==> config.mk <==
export PLATFORM = sky130hd
export DESIGN_NAME = chp_host_port
export DESIGN_NICKNAME = d
export VERILOG_FILES = /design/src/verilog/chp_reg_ram.v /design/src/verilog/chp_rate_div.v /design/src/verilog/chp_host_port.v
export VERILOG_INCLUDE_DIRS = /design/src /design/src/verilog
export SDC_FILE = /design/constraint.sdc
export NUM_CORES = 1
export LEC_CHECK = 0
export BUFFER_PORTS_ARGS = -buffer_cell sky130_fd_sc_hd__buf_4
export CORE_AREA = 2 2 251 253
export CTS_CLUSTER_DIAMETER = 200
export DETAILED_ROUTE_END_ITERATION = 6
export DIE_AREA = 0 0 253 255
export SLEW_MARGIN = 20
export SYNTH_ARGS = -nofsm -noshare
export SYNTH_HDL_FRONTEND = slang
export SYNTH_HIERARCHICAL = 1
export SYNTH_SLANG_ARGS = --single-unit
==> constraint.sdc <==
create_clock -name sys_clk -period 3.25 [get_ports sys_clk]
set_clock_uncertainty 0.15 [all_clocks]
set_input_delay 0.325 -clock sys_clk [delete_from_list [all_inputs] [get_ports sys_clk]]
set_output_delay 0.325 -clock sys_clk [all_outputs]
set_load 0.005 [all_outputs]
==> src/verilog/chp_map.vh <==
/*
 Constants for the codec host register port: direct and indirect offsets,
 field positions, reset values and timing counts. Definitions only.
*/
`ifndef CHP_MAP_VH
`define CHP_MAP_VH
// Direct locations on direct_select
`define CHP_DIR_INDEX 2'h0
`define CHP_DIR_WINDOW 2'h1
`define CHP_DIR_STATUS 2'h2
`define CHP_DIR_PIO 2'h3
// Indirect register indices
`define CHP_IX_LOUT 4'h6
`define CHP_IX_ROUT 4'h7
`define CHP_IX_FORMAT 4'h8
`define CHP_IX_IFCFG 4'h9
`define CHP_IX_PINS 4'ha
`define CHP_IX_TEST 4'hb
`define CHP_IX_MISC 4'hc
`define CHP_IX_BASE_HI 4'he
`define CHP_IX_BASE_LO 4'hf
// Index address fields
`define CHP_IDX_INIT 7
`define CHP_IDX_PERMIT 6
`define CHP_IDX_HOLD 5
// Format fields
`define CHP_FMT_FMT 6
`define CHP_FMT_CL 5
`define CHP_FMT_SM 4
`define CHP_FMT_CSS 0
// Interface configuration fields
`define CHP_CFG_CPIO 7
`define CHP_CFG_PPIO 6
`define CHP_CFG_CEN 1
`define CHP_CFG_PEN 0
`define CHP_CFG_ON_MASK 8'h03
// Other fields
`define CHP_PIN_IEN 1
`define CHP_OUT_MUTE 7
// Reset and fixed values
`define CHP_INDEX_RESET 8'h40
`define CHP_INIT_READ 8'h80
`define CHP_MIDSCALE8 8'h80
// Timing
`define CHP_SETTLE_SAMPLES 8'd128
`define CHP_INIT_CYCLES 16'd1024
// Crystal divide ratios per rate select
`define CHP_DIV0 12'd3072
`define CHP_DIV1 12'd1536
`define CHP_DIV2 12'd896
`define CHP_DIV3 12'd768
`define CHP_DIV4 12'd448
`define CHP_DIV5 12'd384
`define CHP_DIV6 12'd512
`define CHP_DIV7 12'd2560
`endif

==> src/verilog/chp_reg_ram.v <==
/*
 Sixteen by eight indirect register store with registered read.
 Assumes the caller resolves write permission before writing.
*/
`timescale 1ns/1ps
`default_nettype none
module chp_reg_ram (
   // Clock
   input wire sys_clk,
   // Write port
   input wire wr_en,
   input wire [3:0] wr_addr,
   input wire [7:0] wr_data,
   // Read port
   input wire [3:0] rd_addr,
   output reg [7:0] rd_data
);
   reg [7:0] mem [0:15];

   always @(posedge sys_clk) begin
      if (wr_en) begin
         mem[wr_addr] <= wr_data;
      end
      rd_data <= mem[rd_addr];
   end
endmodule // chp_reg_ram
`default_nettype wire

==> src/verilog/chp_rate_div.v <==
/*
 Sample rate divider: picks one of two crystal tick streams and divides it.
 Assumes crystal ticks are one-cycle pulses synchronous to sys_clk.
*/
`timescale 1ns/1ps
`default_nettype none
`include "chp_map.vh"
module chp_rate_div (
   // Clock and reset
   input wire sys_clk,
   input wire sys_rst,
   // Crystal ticks
   input wire xtal_a_tick,
   input wire xtal_b_tick,
   // Selection
   input wire crystal_select,
   input wire [2:0] rate_divider_select,
   // Sample period pulse
   output reg sample_tick
);
   reg [11:0] count_reg;
   reg [11:0] ratio;
   wire tick = crystal_select ? xtal_b_tick : xtal_a_tick;

   always @* begin
      case (rate_divider_select)
         3'd0: ratio = `CHP_DIV0;
         3'd1: ratio = `CHP_DIV1;
         3'd2: ratio = `CHP_DIV2;
         3'd3: ratio = `CHP_DIV3;
         3'd4: ratio = `CHP_DIV4;
         3'd5: ratio = `CHP_DIV5;
         3'd6: ratio = `CHP_DIV6;
         default: ratio = `CHP_DIV7;
      endcase
   end

   always @(posedge sys_clk) begin
      if (sys_rst) begin
         count_reg <= 12'h000;
         sample_tick <= 1'b0;
      end else begin
         sample_tick <= 1'b0;
         if (tick) begin
            if (count_reg >= ratio - 12'd1) begin
               count_reg <= 12'h000;
               sample_tick <= 1'b1;
            end else begin
               count_reg <= count_reg + 12'd1;
            end
         end
      end
   end
endmodule // chp_rate_div
`default_nettype wire

==> src/verilog/chp_host_port.v <==
/*
 Byte-wide host register port of a stereo codec: direct locations, indirect
 window, status, PIO data, DMA count, interrupt flag and mode-change settle.
 Assumes host strobes are one-cycle pulses synchronous to sys_clk.
*/
`timescale 1ns/1ps
`default_nettype none
`include "chp_map.vh"
// Overview of operation
// - Two address bits pick four direct registers
// - Window reaches register chosen by last index
// - Low four index bits select indirect register
// - Fixed sixteen-entry indirect register map
// - Only interrupt flag sticky, rest refreshed
// - Status write clears interrupt flag, unless underflow sets it that cycle
// - Only count underflow sets interrupt flag
// - Interrupt pin follows flag when gate set
// - Hold clear: requests and counting run freely
// - Hold with flag: no new requests, midscale
// - Counter frozen while hold and flag set
// - Format and config writes need reconfig permit, except the config enable bits
// - DACs muted while reconfig permit set
// - Converters muted 128 samples after permit exit
// - Calibration active high during settle interval
// - Init flag read-only, set while busy
// - Index reads 80h during init, 40h after
// - Window ignores writes, reads 80h in init
// - Playback slot free flag in status
// - Playback side flag: zero means right
// - Playback half flag: zero means lower
// - Two crystal inputs with select mux
// - Crystal divided to eight sample rates
module chp_host_port #(
   parameter [15:0] INIT_CYCLES = `CHP_INIT_CYCLES,
   parameter [3:0] CHIP_REV = 4'h5 // Arbitrary value
) (
   // Clock and reset
   input wire sys_clk,
   input wire sys_rst,
   // Host bus
   input wire [1:0] direct_select,
   input wire host_rd,
   input wire host_wr,
   input wire [7:0] host_din,
   output reg [7:0] host_dout,
   output reg host_dout_oe,
   // DMA
   input wire playback_dma_ack,
   input wire capture_dma_ack,
   output reg playback_dma_req,
   output reg capture_dma_req,
   output reg irq_out,
   // Crystals
   input wire xtal_a_tick,
   input wire xtal_b_tick,
   // Converters
   input wire [15:0] adc_left,
   input wire [15:0] adc_right,
   output reg [15:0] dac_left,
   output reg [15:0] dac_right,
   output reg dac_left_mute,
   output reg dac_right_mute,
   output reg adc_mute
);
   reg [15:0] init_cnt_reg;
   reg init_busy_reg;
   reg reconfig_permit_reg;
   reg request_hold_on_irq_reg;
   reg [3:0] indirect_pointer_reg;
   reg [7:0] lout_reg, rout_reg, format_reg, ifcfg_reg, pins_reg;
   reg [7:0] base_hi_reg, base_lo_reg;
   reg irq_reg;
   reg [15:0] count_reg;
   reg [7:0] settle_reg;
   reg [2:0] pb_idx_reg, cap_idx_reg;
   reg [15:0] pb_l_reg, pb_r_reg, cap_l_reg, cap_r_reg;
   reg cap_fresh_reg, pur_reg, cor_reg;
   reg [7:0] rd_next, ram_wdata, cap_byte;
   wire [7:0] ram_rdata;
   wire sample_tick;
   wire [7:0] index_reset = `CHP_INDEX_RESET;

   // Host access decode
   wire pio_wr = host_wr & (playback_dma_ack | direct_select == `CHP_DIR_PIO);
   wire pio_rd = host_rd & (capture_dma_ack | direct_select == `CHP_DIR_PIO);
   wire dir_wr = host_wr & ~playback_dma_ack & ~init_busy_reg;
   wire idx_wr = dir_wr & direct_select == `CHP_DIR_INDEX;
   wire win_wr = dir_wr & direct_select == `CHP_DIR_WINDOW;
   wire sts_wr = host_wr & ~playback_dma_ack & direct_select == `CHP_DIR_STATUS;

   // Format decode
   wire sixteen = format_reg[`CHP_FMT_FMT] & ~format_reg[`CHP_FMT_CL];
   wire stereo = format_reg[`CHP_FMT_SM];
   wire [2:0] byte_count = {stereo & sixteen, stereo ^ sixteen, ~(stereo | sixteen)};
   wire pb_on = ifcfg_reg[`CHP_CFG_PEN];
   wire cap_on = ifcfg_reg[`CHP_CFG_CEN];
   wire hold = request_hold_on_irq_reg & irq_reg;
   wire settling = settle_reg != 8'd0;
   wire pb_full = pb_idx_reg == byte_count;
   wire cap_last = cap_idx_reg + 3'd1 >= byte_count;

   // Byte position for playback and capture sequencing
   wire pb_right = sixteen ? pb_idx_reg[1] : pb_idx_reg[0];
   wire pb_upper = sixteen ? pb_idx_reg[0] : 1'b1;
   wire cap_right = sixteen ? cap_idx_reg[1] : cap_idx_reg[0];
   wire cap_upper = sixteen ? cap_idx_reg[0] : 1'b1;

   // Status image rebuilt every cycle from live state
   wire [7:0] status = {cap_upper, ~cap_right, cap_fresh_reg, pur_reg | cor_reg,
                        pb_upper, ~pb_right, ~pb_full, irq_reg};

   chp_reg_ram u_ram (
      .sys_clk(sys_clk),
      .wr_en(win_wr),
      .wr_addr(indirect_pointer_reg),
      .wr_data(ram_wdata),
      .rd_addr(indirect_pointer_reg),
      .rd_data(ram_rdata)
   );

   chp_rate_div u_div (
      .sys_clk(sys_clk),
      .sys_rst(sys_rst),
      .xtal_a_tick(xtal_a_tick),
      .xtal_b_tick(xtal_b_tick),
      .crystal_select(format_reg[`CHP_FMT_CSS]),
      .rate_divider_select(format_reg[3:1]),
      .sample_tick(sample_tick)
   );

   // Write merge: format and config locked unless permit set, except config enable bits
   always @* begin
      ram_wdata = host_din;
      if (!reconfig_permit_reg) begin
         if (indirect_pointer_reg == `CHP_IX_FORMAT) begin
            ram_wdata = format_reg;
         end else if (indirect_pointer_reg == `CHP_IX_IFCFG) begin
            ram_wdata = (ifcfg_reg & ~`CHP_CFG_ON_MASK) | (host_din & `CHP_CFG_ON_MASK);
         end
      end
   end

   // Capture byte select; 8-bit data is unsigned
   always @* begin
      cap_byte = cap_right ? (cap_upper ? cap_r_reg[15:8] : cap_r_reg[7:0])
                           : (cap_upper ? cap_l_reg[15:8] : cap_l_reg[7:0]);
      if (!sixteen) begin
         cap_byte = cap_byte ^ `CHP_MIDSCALE8;
      end
   end

   // Read data mux
   always @* begin
      case (direct_select)
         `CHP_DIR_INDEX: rd_next = {init_busy_reg, reconfig_permit_reg, request_hold_on_irq_reg,
                                    1'b0, indirect_pointer_reg};
         `CHP_DIR_WINDOW: begin
            case (indirect_pointer_reg)
               `CHP_IX_TEST: rd_next = {cor_reg, pur_reg, settling, 5'h00};
               `CHP_IX_MISC: rd_next = {4'h0, CHIP_REV};
               default: rd_next = ram_rdata;
            endcase
         end
         `CHP_DIR_STATUS: rd_next = status;
         default: rd_next = cap_byte;
      endcase
      if (init_busy_reg && direct_select != `CHP_DIR_STATUS) begin
         rd_next = `CHP_INIT_READ;
      end
      if (capture_dma_ack) begin
         rd_next = init_busy_reg ? `CHP_INIT_READ : cap_byte;
      end
   end

   // Initialization lockout after reset
   always @(posedge sys_clk) begin
      if (sys_rst) begin
         init_cnt_reg <= 16'h0000;
         init_busy_reg <= 1'b1;
      end else if (init_busy_reg) begin
         init_cnt_reg <= init_cnt_reg + 16'd1;
         if (init_cnt_reg >= INIT_CYCLES - 16'd1) begin
            init_busy_reg <= 1'b0;
         end
      end
   end

   // Direct and shadowed indirect control registers
   always @(posedge sys_clk) begin
      if (sys_rst) begin
         reconfig_permit_reg <= index_reset[`CHP_IDX_PERMIT];
         request_hold_on_irq_reg <= index_reset[`CHP_IDX_HOLD];
         indirect_pointer_reg <= 4'h0;
         lout_reg <= 8'h00;
         rout_reg <= 8'h00;
         format_reg <= 8'h00;
         ifcfg_reg <= 8'h00;
         pins_reg <= 8'h00;
         base_hi_reg <= 8'h00;
         base_lo_reg <= 8'h00;
      end else begin
         if (idx_wr) begin
            reconfig_permit_reg <= host_din[`CHP_IDX_PERMIT];
            request_hold_on_irq_reg <= host_din[`CHP_IDX_HOLD];
            indirect_pointer_reg <= host_din[3:0];
         end
         if (win_wr) begin
            case (indirect_pointer_reg)
               `CHP_IX_LOUT: lout_reg <= host_din;
               `CHP_IX_ROUT: rout_reg <= host_din;
               `CHP_IX_FORMAT: format_reg <= ram_wdata;
               `CHP_IX_IFCFG: ifcfg_reg <= ram_wdata;
               `CHP_IX_PINS: pins_reg <= host_din;
               `CHP_IX_BASE_HI: base_hi_reg <= host_din;
               `CHP_IX_BASE_LO: base_lo_reg <= host_din;
               default: ;
            endcase
         end
      end
   end

   // Interrupt flag, DMA count and settle timer
   always @(posedge sys_clk) begin
      if (sys_rst) begin
         irq_reg <= 1'b0;
         count_reg <= 16'h0000;
         settle_reg <= 8'd0;
      end else begin
         if (win_wr && indirect_pointer_reg == `CHP_IX_BASE_LO) begin
            count_reg <= {base_hi_reg, host_din};
         end else if (sample_tick && (pb_on || cap_on) && !hold) begin
            if (count_reg == 16'h0000) begin
               count_reg <= {base_hi_reg, base_lo_reg};
            end else begin
               count_reg <= count_reg - 16'd1;
            end
         end
         // Underflow is the only source; set beats a same-cycle clear
         if (sample_tick && (pb_on || cap_on) && !hold && count_reg == 16'h0000) begin
            irq_reg <= 1'b1;
         end else if (sts_wr) begin
            irq_reg <= 1'b0;
         end
         if (idx_wr && reconfig_permit_reg && !host_din[`CHP_IDX_PERMIT]) begin
            settle_reg <= `CHP_SETTLE_SAMPLES;
         end else if (sample_tick && settling) begin
            settle_reg <= settle_reg - 8'd1;
         end
      end
   end

   // Playback byte sequencing and DAC feed
   always @(posedge sys_clk) begin
      if (sys_rst) begin
         pb_idx_reg <= 3'd0;
         pb_l_reg <= 16'h0000;
         pb_r_reg <= 16'h0000;
         pur_reg <= 1'b0;
         dac_left <= 16'h0000;
         dac_right <= 16'h0000;
         playback_dma_req <= 1'b0;
      end else begin
         // Bytes past a full sample are dropped, not queued
         if (pio_wr && !init_busy_reg && !pb_full) begin
            pb_idx_reg <= pb_idx_reg + 3'd1;
            if (pb_idx_reg + 3'd1 == byte_count) begin
               playback_dma_req <= 1'b0;
            end
            if (pb_right) begin
               if (pb_upper) pb_r_reg[15:8] <= host_din;
               else pb_r_reg[7:0] <= host_din;
            end else begin
               if (pb_upper) pb_l_reg[15:8] <= host_din;
               else pb_l_reg[7:0] <= host_din;
            end
         end
         if (sample_tick) begin
            pb_idx_reg <= 3'd0;
            pur_reg <= pb_on & ~pb_full;
            if (!pb_on || hold || !pb_full) begin
               dac_left <= 16'h0000;
               dac_right <= 16'h0000;
            end else if (sixteen) begin
               dac_left <= pb_l_reg;
               dac_right <= stereo ? pb_r_reg : pb_l_reg;
            end else begin
               dac_left <= {pb_l_reg[15:8] ^ `CHP_MIDSCALE8, 8'h00};
               dac_right <= {(stereo ? pb_r_reg[15:8] : pb_l_reg[15:8]) ^ `CHP_MIDSCALE8, 8'h00};
            end
            // A pending request survives the hold until served
            if (!hold || !pb_on) begin
               playback_dma_req <= pb_on & ~ifcfg_reg[`CHP_CFG_PPIO] & ~hold;
            end
         end
      end
   end

   // Capture sampling and byte sequencing
   always @(posedge sys_clk) begin
      if (sys_rst) begin
         cap_idx_reg <= 3'd0;
         cap_l_reg <= 16'h0000;
         cap_r_reg <= 16'h0000;
         cap_fresh_reg <= 1'b0;
         cor_reg <= 1'b0;
         capture_dma_req <= 1'b0;
      end else begin
         if (pio_rd && !init_busy_reg && cap_fresh_reg) begin
            if (cap_last) begin
               cap_fresh_reg <= 1'b0;
               capture_dma_req <= 1'b0;
            end else begin
               cap_idx_reg <= cap_idx_reg + 3'd1;
            end
         end
         // Under hold the buffer keeps its last sample
         if (sample_tick && cap_on && !hold) begin
            cap_idx_reg <= 3'd0;
            cap_fresh_reg <= 1'b1;
            cor_reg <= cap_fresh_reg;
            cap_l_reg <= settling ? 16'h0000 : adc_left;
            cap_r_reg <= settling ? 16'h0000 : (stereo ? adc_right : adc_left);
            capture_dma_req <= ~ifcfg_reg[`CHP_CFG_CPIO];
         end
      end
   end

   // Host read answer and pin outputs
   always @(posedge sys_clk) begin
      if (sys_rst) begin
         host_dout <= 8'h00;
         host_dout_oe <= 1'b0;
         irq_out <= 1'b0;
         dac_left_mute <= 1'b1;
         dac_right_mute <= 1'b1;
         adc_mute <= 1'b1;
      end else begin
         host_dout_oe <= host_rd;
         if (host_rd) begin
            host_dout <= rd_next;
         end
         irq_out <= irq_reg & pins_reg[`CHP_PIN_IEN];
         dac_left_mute <= reconfig_permit_reg | settling | lout_reg[`CHP_OUT_MUTE];
         dac_right_mute <= reconfig_permit_reg | settling | rout_reg[`CHP_OUT_MUTE];
         adc_mute <= settling;
      end
   end
endmodule // chp_host_port
`default_nettype wire

==> results of run 1 <==
[cells by family after synthesis]
| kind of cell | share of synthesized area |
|---|---|
| buf+inv | 0.0330 |
| xor+xnor | 0.0256 |
| fa+ha+maj | 0.0138 |
| simple gates | 0.143 |
| flops | 0.542 |
| mux | 0.125 |
| compound gates | 0.118 |
[final cells by class]
class | instances | area, um^2 | share of cell area
clock buffer | 56 | 1140 | 0.0605
clock inverter | 19 | 185 | 0.00985
inverter | 27 | 101 | 0.00539
multi-input combinational | 917 | 6550 | 0.348
sequential | 352 | 8330 | 0.443
tap | 799 | 1000 | 0.0532
timing repair buffer | 183 | 1490 | 0.0792
[critical path: cells and delay by family, from the launching register on]
kind	cells	cell delay [ps]
simple gates	4	740
fa+ha+maj	2	510
compound gates	3	490
flops	1	470
xor+xnor	2	290
buf+inv	1	150
[routing by layer]
metal | track usage | part of all wire | wire (um) | up-vias
met5 | 0 | 0 | 0 | -
met3 | 0.0248 | 0.052 | 2090 | 46
li1 | - | - | - | 5344
met4 | 0.0321 | 0.018 | 740 | 0
met1 | 0.156 | 0.44 | 17600 | 5404
met2 | 0.214 | 0.49 | 19600 | 248
[how the worst min path moves through the flow]
stage / start / end / slack [ps] / cells past startpoint
detailed placement: cap_r_reg[12]$_SDFFE_PP0P_ / cap_r_reg[12]$_SDFFE_PP0P_ / 290 / 2
floorplan: sys_rst / u_div/sample_tick$_SDFF_PP0_ / 250 / 1
global placement: cap_r_reg[9]$_SDFFE_PP0P_ / cap_r_reg[9]$_SDFFE_PP0P_ / 290 / 2
finish: host_din[7] / pb_r_reg[15]$_SDFFE_PP0P_ / 30 / 3
global route: host_din[7] / pb_l_reg[15]$_SDFFE_PP0P_ / 20 / 3
CTS: host_din[7] / pb_r_reg[15]$_SDFFE_PP0P_ / 3 / 3
[power by group through the flow]
| stage | Sequential, W | Combinational [W] | Clock, W |
|---|---|---|---|
| 2_1_floorplan | 0.00467 | 0.000115 | 0 |
| 3_3_place_gp | 0.00467 | 0.000236 | 0 |
| 3_5_place_dp | 0.00467 | 0.000240 | 0 |
| 4_1_cts | 0.00458 | 0.000282 | 0.00465 |
| 5_1_grt | 0.00458 | 0.000303 | 0.00482 |
| 6_report | 0.00458 | 0.000278 | 0.00451 |
[cell usage after synthesis, types with 5 or more instances]
| cell | number |
|---|---|
| a22oi_1 | 16 |
| nor3b_1 | 6 |
| mux4_1 | 14 |
| inv_1 | 26 |
| nand2b_1 | 17 |
| o31ai_1 | 6 |
| mux2i_1 | 102 |
| edfxtp_1 | 128 |
| a31oi_1 | 5 |
| nor3_1 | 31 |
| o211ai_1 | 9 |
| xnor2_1 | 21 |
| o21ai_2 | 10 |
| nand4_1 | 14 |
| clkbuf_1 | 56 |
| buf_6 | 5 |
| nand3b_1 | 12 |
| mux2_2 | 9 |
| buf_1 | 5 |
| a21oi_1 | 51 |
| a22o_1 | 32 |
| buf_2 | 12 |
| and3_1 | 5 |
| nor2b_1 | 20 |
| mux4_2 | 19 |
| nor4_1 | 9 |
| nand2_1 | 109 |
| nor2_1 | 166 |
| a211oi_1 | 22 |
| nand3_1 | 24 |
| dfxtp_1 | 224 |
| o21ai_0 | 53 |
| a211o_1 | 5 |
| xor2_1 | 22 |
| and2_1 | 6 |
| or3_1 | 9 |
| ha_1 | 17 |
[stage by stage]
stage	util	cells	power, W	hold WS (ps)	cell area, um^2
2_1_floorplan	-	1381	0.00479	247	15400
3_3_place_gp	0.274	2237	0.00491	286	17100
3_5_place_dp	0.274	2237	0.00491	295	17100
4_1_cts	0.302	2353	0.00951	3.15	18800
5_1_grt	0.302	2353	0.00970	24.2	18800
6_report	0.302	2353	0.00937	25.6	18800
[layout by cell type (no fill, tap or decap), types with 19 or more instances in the layout]
cell type      Yosys  final
a211oi_1          22     22
a21oi_1           51     50
a22o_1            32     32
buf_4              4    141
clkbuf_16          0     42
dfxtp_1          224    221
dlygate4sd3_1      0     41
edfxtp_1         128    128
inv_1             26     26
mux2i_1          102    102
mux4_2            19     19
nand2_1          109    109
nand3_1           24     24
nor2_1           166    165
nor2b_1           20     20
nor3_1            31     31
o21ai_0           53     53
xnor2_1           21     21
xor2_1            22     22
==> flow_summary.json, run 1 <==
{
  "outcome": "complete, no violations",
  "crit_required_ps": 3560,
  "p_clk_frac": 0.482,
  "n_antenna_cell": 0,
  "hold_class": "in -> reg",
  "antenna_found_initial": 0,
  "final-setup-viol-count": 0,
  "fin_nets": 1589,
  "cp_slowest_cell": "dfxtp_1",
  "viasPerCell": 4.69,
  "arrival_ps": 3190,
  "fillers": 6288,
  "crit_path_end_kind": "flop",
  "leakage_nw": 6.60,
  "drive_above_1_share": 0.172,
  "synthTopCellsByArea": "dfxtp_1, edfxtp_1, mux2i_1",
  "grt-ovfl-total": 0,
  "yosys.area.top_type": "dfxtp_1",
  "post-cts-setup-buffer-count": 0,
  "cellInternalPower_w": 0.00738,
  "fin_crit_ps": 2880,
  "io-pin-count": 97,
  "dr.pass1.iters": 5,
  "swShare": 0.212,
  "synth_cell_types": 85,
  "globalRouteTotalUtil": 0.123,
  "worst_setup_path_start_kind": "flop",
  "ant_nets": 0,
  "h-tree-depth": 2,
  "critPathKind": "reg -> reg",
  "tritoncts": "built",
  "root_buffer": "clkbuf_16",
  "die_width_um": 253,
  "cts_inserted_buffers": 41,
  "ff2ff_path_depth": 12,
  "rows": 92,
  "drt_iter0_markers": 742,
  "yosysSeqAreaShare": 0.542,
  "wl_per_cell_um": 17.0,
  "gp_congestion": 0.819,
  "timing.fmax_mhz": 347,
  "finalMaxSlewViolations": 0,
  "dr_total_vias": 11000,
  "finalSetupTns_ps": 0,
  "endpoint": "u_div/sample_tick$_SDFF_PP0_",
  "clock_latency_ps": 550,
  "ir_drop_mv": 0.295,
  "ys_ff_latch": 352,
  "synth.top_cell.area_share": 0.292,
  "p_seq_frac": 0.489,
  "slew_headroom": 0.390,
  "largest_register_ffs": 128,
  "rsz0062_at_grt": "no",
  "combPwrFrac": 0.030,
  "synth_cells": 1381,
  "drc": 0,
  "portBuffers": 96,
  "critPathMaxFanout": 10,
  "p_switching_w": 0.00199,
  "postCtsHoldBufs": 41,
  "top_register": "u_ram/mem",
  "wirelength_mm": 40.0,
  "die_area_um2": 64500,
  "crit_start": "format_reg[2]$_SDFFE_PP0P_",
  "grt_pass1_vias": 11000,
  "fin_crit_sh": 0.886,
  "initial_core_util": 0.247,
  "hold_viol": 0,
  "grt_max_degree": 51,
  "hpwlAfterDp_mm": 26.9,
  "design.core.area_um2": 62200,
  "maxCapViolations": 0,
  "grt_pass1_wl_mm": 62.7,
  "fp.dieH_um": 255,
  "clk_pin_slew_ps": 60,
  "place_ws_ps": 361,
  "cts_resized": 0,
  "areaGrowthSynthToFinish_pct": 22.3,
  "synth_edf_count": 128,
  "timing.rr.end": "u_div/sample_tick$_SDFF_PP0_",
  "cpPeakStageDelay_ps": 470,
  "syn-num-nets": 1448,
  "synth_ff_type": "dfxtp_1",
  "timing.rr.start": "format_reg[2]$_SDFFE_PP0P_",
  "fin_ws_ps": 369,
  "power_density_nw_per_um2": 498,
  "clockBufferDepth": 3,
  "reg2reg_setup_slack_ps": 370,
  "ys_warn_count": 6,
  "synthArstFlopShare": 0,
  "crit_path_cell_trace": "inv_1 > nor3_1 > a21oi_1 > ha_1 > xnor2_1 > xnor2_1 > ha_1 > nand4_1 > nor3_1 > a2bb2oi_2 > a21oi_4 > nor2b_1",
  "worstMarginPinSlew_ps": 915,
  "netlist_area_um2": 15400,
  "synth.avg_cell_area_um2": 11.1,
  "cts_num_sinks": 352
}
(Power assumes the default switching activity.)
==> run 2, diff against run 1 <==
--- a/config.mk
+++ b/config.mk
@@ -8,6 +8,7 @@
 export LEC_CHECK = 0
 export BUFFER_PORTS_ARGS = -buffer_cell sky130_fd_sc_hd__buf_4
 export CORE_AREA = 2 2 251 253
+export CTS_BUF_LIST = sky130_fd_sc_hd__clkbuf_4
 export CTS_CLUSTER_DIAMETER = 200
 export DETAILED_ROUTE_END_ITERATION = 6
 export DIE_AREA = 0 0 253 255
==> flow_summary.json, run 2 (synthesis results as in run 1) <==
{
  "rows": 92,
  "layout_common_cells": "dfxtp_1, nor2_1, buf_4",
  "fin_ws_ps": 353,
  "hpwlAfterDp_mm": 26.9,
  "wirelength_mm": 40.2,
  "outcome": "complete, no violations",
  "fin_crit_sh": 0.892,
  "grt_pass1_wl_mm": 63.4,
  "crit_required_ps": 3760,
  "wl_per_cell_um": 16.4,
  "worst_setup_path_start_kind": "flop",
  "drive_above_1_share": 0.211,
  "hold_class": "in -> reg",
  "final-setup-viol-count": 0,
  "gp_congestion": 0.819,
  "critPathMaxFanout": 10,
  "cts_num_sinks": 352,
  "critPathKind": "reg -> reg",
  "final_cell_area_um2": 18800,
  "die_area_um2": 64500,
  "ant_nets": 0,
  "maxCapViolations": 0,
  "worstMarginPinSlew_ps": 904,
  "place_area_um2": 17100,
  "design.core.area_um2": 62200,
  "cts_resized": 0,
  "top_register": "u_ram/mem",
  "clockBufferDepth": 3,
  "ir_drop_mv": 0.205,
  "drt_iter0_markers": 665,
  "areaGrowthSynthToFinish_pct": 22.3,
  "grt_pass1_vias": 11500,
  "largest_register_ffs": 128,
  "finalSetupTns_ps": 0,
  "drc": 0,
  "arrival_ps": 3410,
  "dr_total_vias": 11300,
  "post-cts-setup-buffer-count": 0,
  "dr.pass1.iters": 5,
  "globalRouteTotalUtil": 0.124,
  "io-pin-count": 97,
  "portBuffers": 96,
  "fin_crit_ps": 2900,
  "rsz0062_at_grt": "no",
  "power_density_nw_per_um2": 469,
  "grt_max_degree": 51,
  "crit_path_end_kind": "flop",
  "layout_commonest_cell": "dfxtp_1",
  "cts_inserted_buffers": 96,
  "slew_headroom": 0.397,
  "grt-ovfl-total": 0,
  "tritoncts": "built",
  "die_width_um": 253,
  "initial_core_util": 0.247,
  "place_ws_ps": 361,
  "clock_latency_ps": 770,
  "antenna_found_initial": 2,
  "root_buffer": "clkbuf_4",
  "leakage_nw": 6.69,
  "fin_nets": 1655,
  "viasPerCell": 4.63,
  "h-tree-depth": 3,
  "reg2reg_setup_slack_ps": 350,
  "hold_viol": 0,
  "finalMaxSlewViolations": 0,
  "clk_pin_slew_ps": 60,
  "fp.dieH_um": 255,
  "timing.fmax_mhz": 345
}
==> run 2: layout make-up <==
type / count / area, um^2
Tap cell: 799 / 1000
Inverter: 27 / 101
Timing Repair Buffer: 194 / 1600
Antenna cell: 3 / 7.51
Clock inverter: 25 / 186
Sequential cell: 352 / 8330
Fill cell: 6342 / 43400
Clock buffer: 136 / 1020
Multi-Input combinational cell: 917 / 6550
==> run 2: path summary, 6_finish.rpt <==
path	to	from	cells past startpoint
worst max register to register	u_div/sample_tick$_SDFF_PP0_	format_reg[2]$_SDFFE_PP0P_	12
worst min register to register	cap_r_reg[2]$_SDFFE_PP0P_	cap_r_reg[2]$_SDFFE_PP0P_	2
worst max-delay path	u_div/sample_tick$_SDFF_PP0_	format_reg[2]$_SDFFE_PP0P_	12
worst min-delay path	cap_l_reg[3]$_SDFFE_PP0P_	adc_left[3]	3
==> run 2: timing repair <==
| action | in CTS | in global routing |
|---|---|---|
| hold buffers | 52 | 0 |
| setup endpoints to repair | 0 | 0 |
| endpoints found under the hold margin | 134 | 0 |
==> run 2: worst max-delay path, cell delays in order (launching register included) <==
cell and delay (ps):
dfxtp_1 470, inv_1 150, nor3_1 190, a21oi_1 60, ha_1 230, xnor2_1 140, xnor2_1 150, ha_1 290
nand4_1 140, nor3_1 230, a2bb2oi_2 140, a21oi_4 310, nor2b_1 180
==> run 2: stage by stage <==
step           hold slack [ps]  total power, W   util  instances
3_3_place_gp               286         0.00491  0.274       2237
4_1_cts                   94.1         0.00897  0.302       2450
3_5_place_dp               295         0.00491  0.274       2237
2_1_floorplan              247         0.00479      -       1381
6_report                   162         0.00882  0.302       2453
5_1_grt                    105         0.00923  0.302       2453
==> run 2: routing by layer <==
layer / vias to the layer above / wire length [um] / global-route usage
met3: 51 / 2110 / 0.0281
met1: 5468 / 17700 / 0.154
met4: 0 / 609 / 0.0397
met5: - / 0 / 0
li1: 5541 / - / -
met2: 289 / 19800 / 0.213
==> run 2: power breakdown <==
part	switching (W)	internal [W]
sequential	0.00000734	0.00457
clock	0.00180	0.00215
combinational	0.000172	0.000116
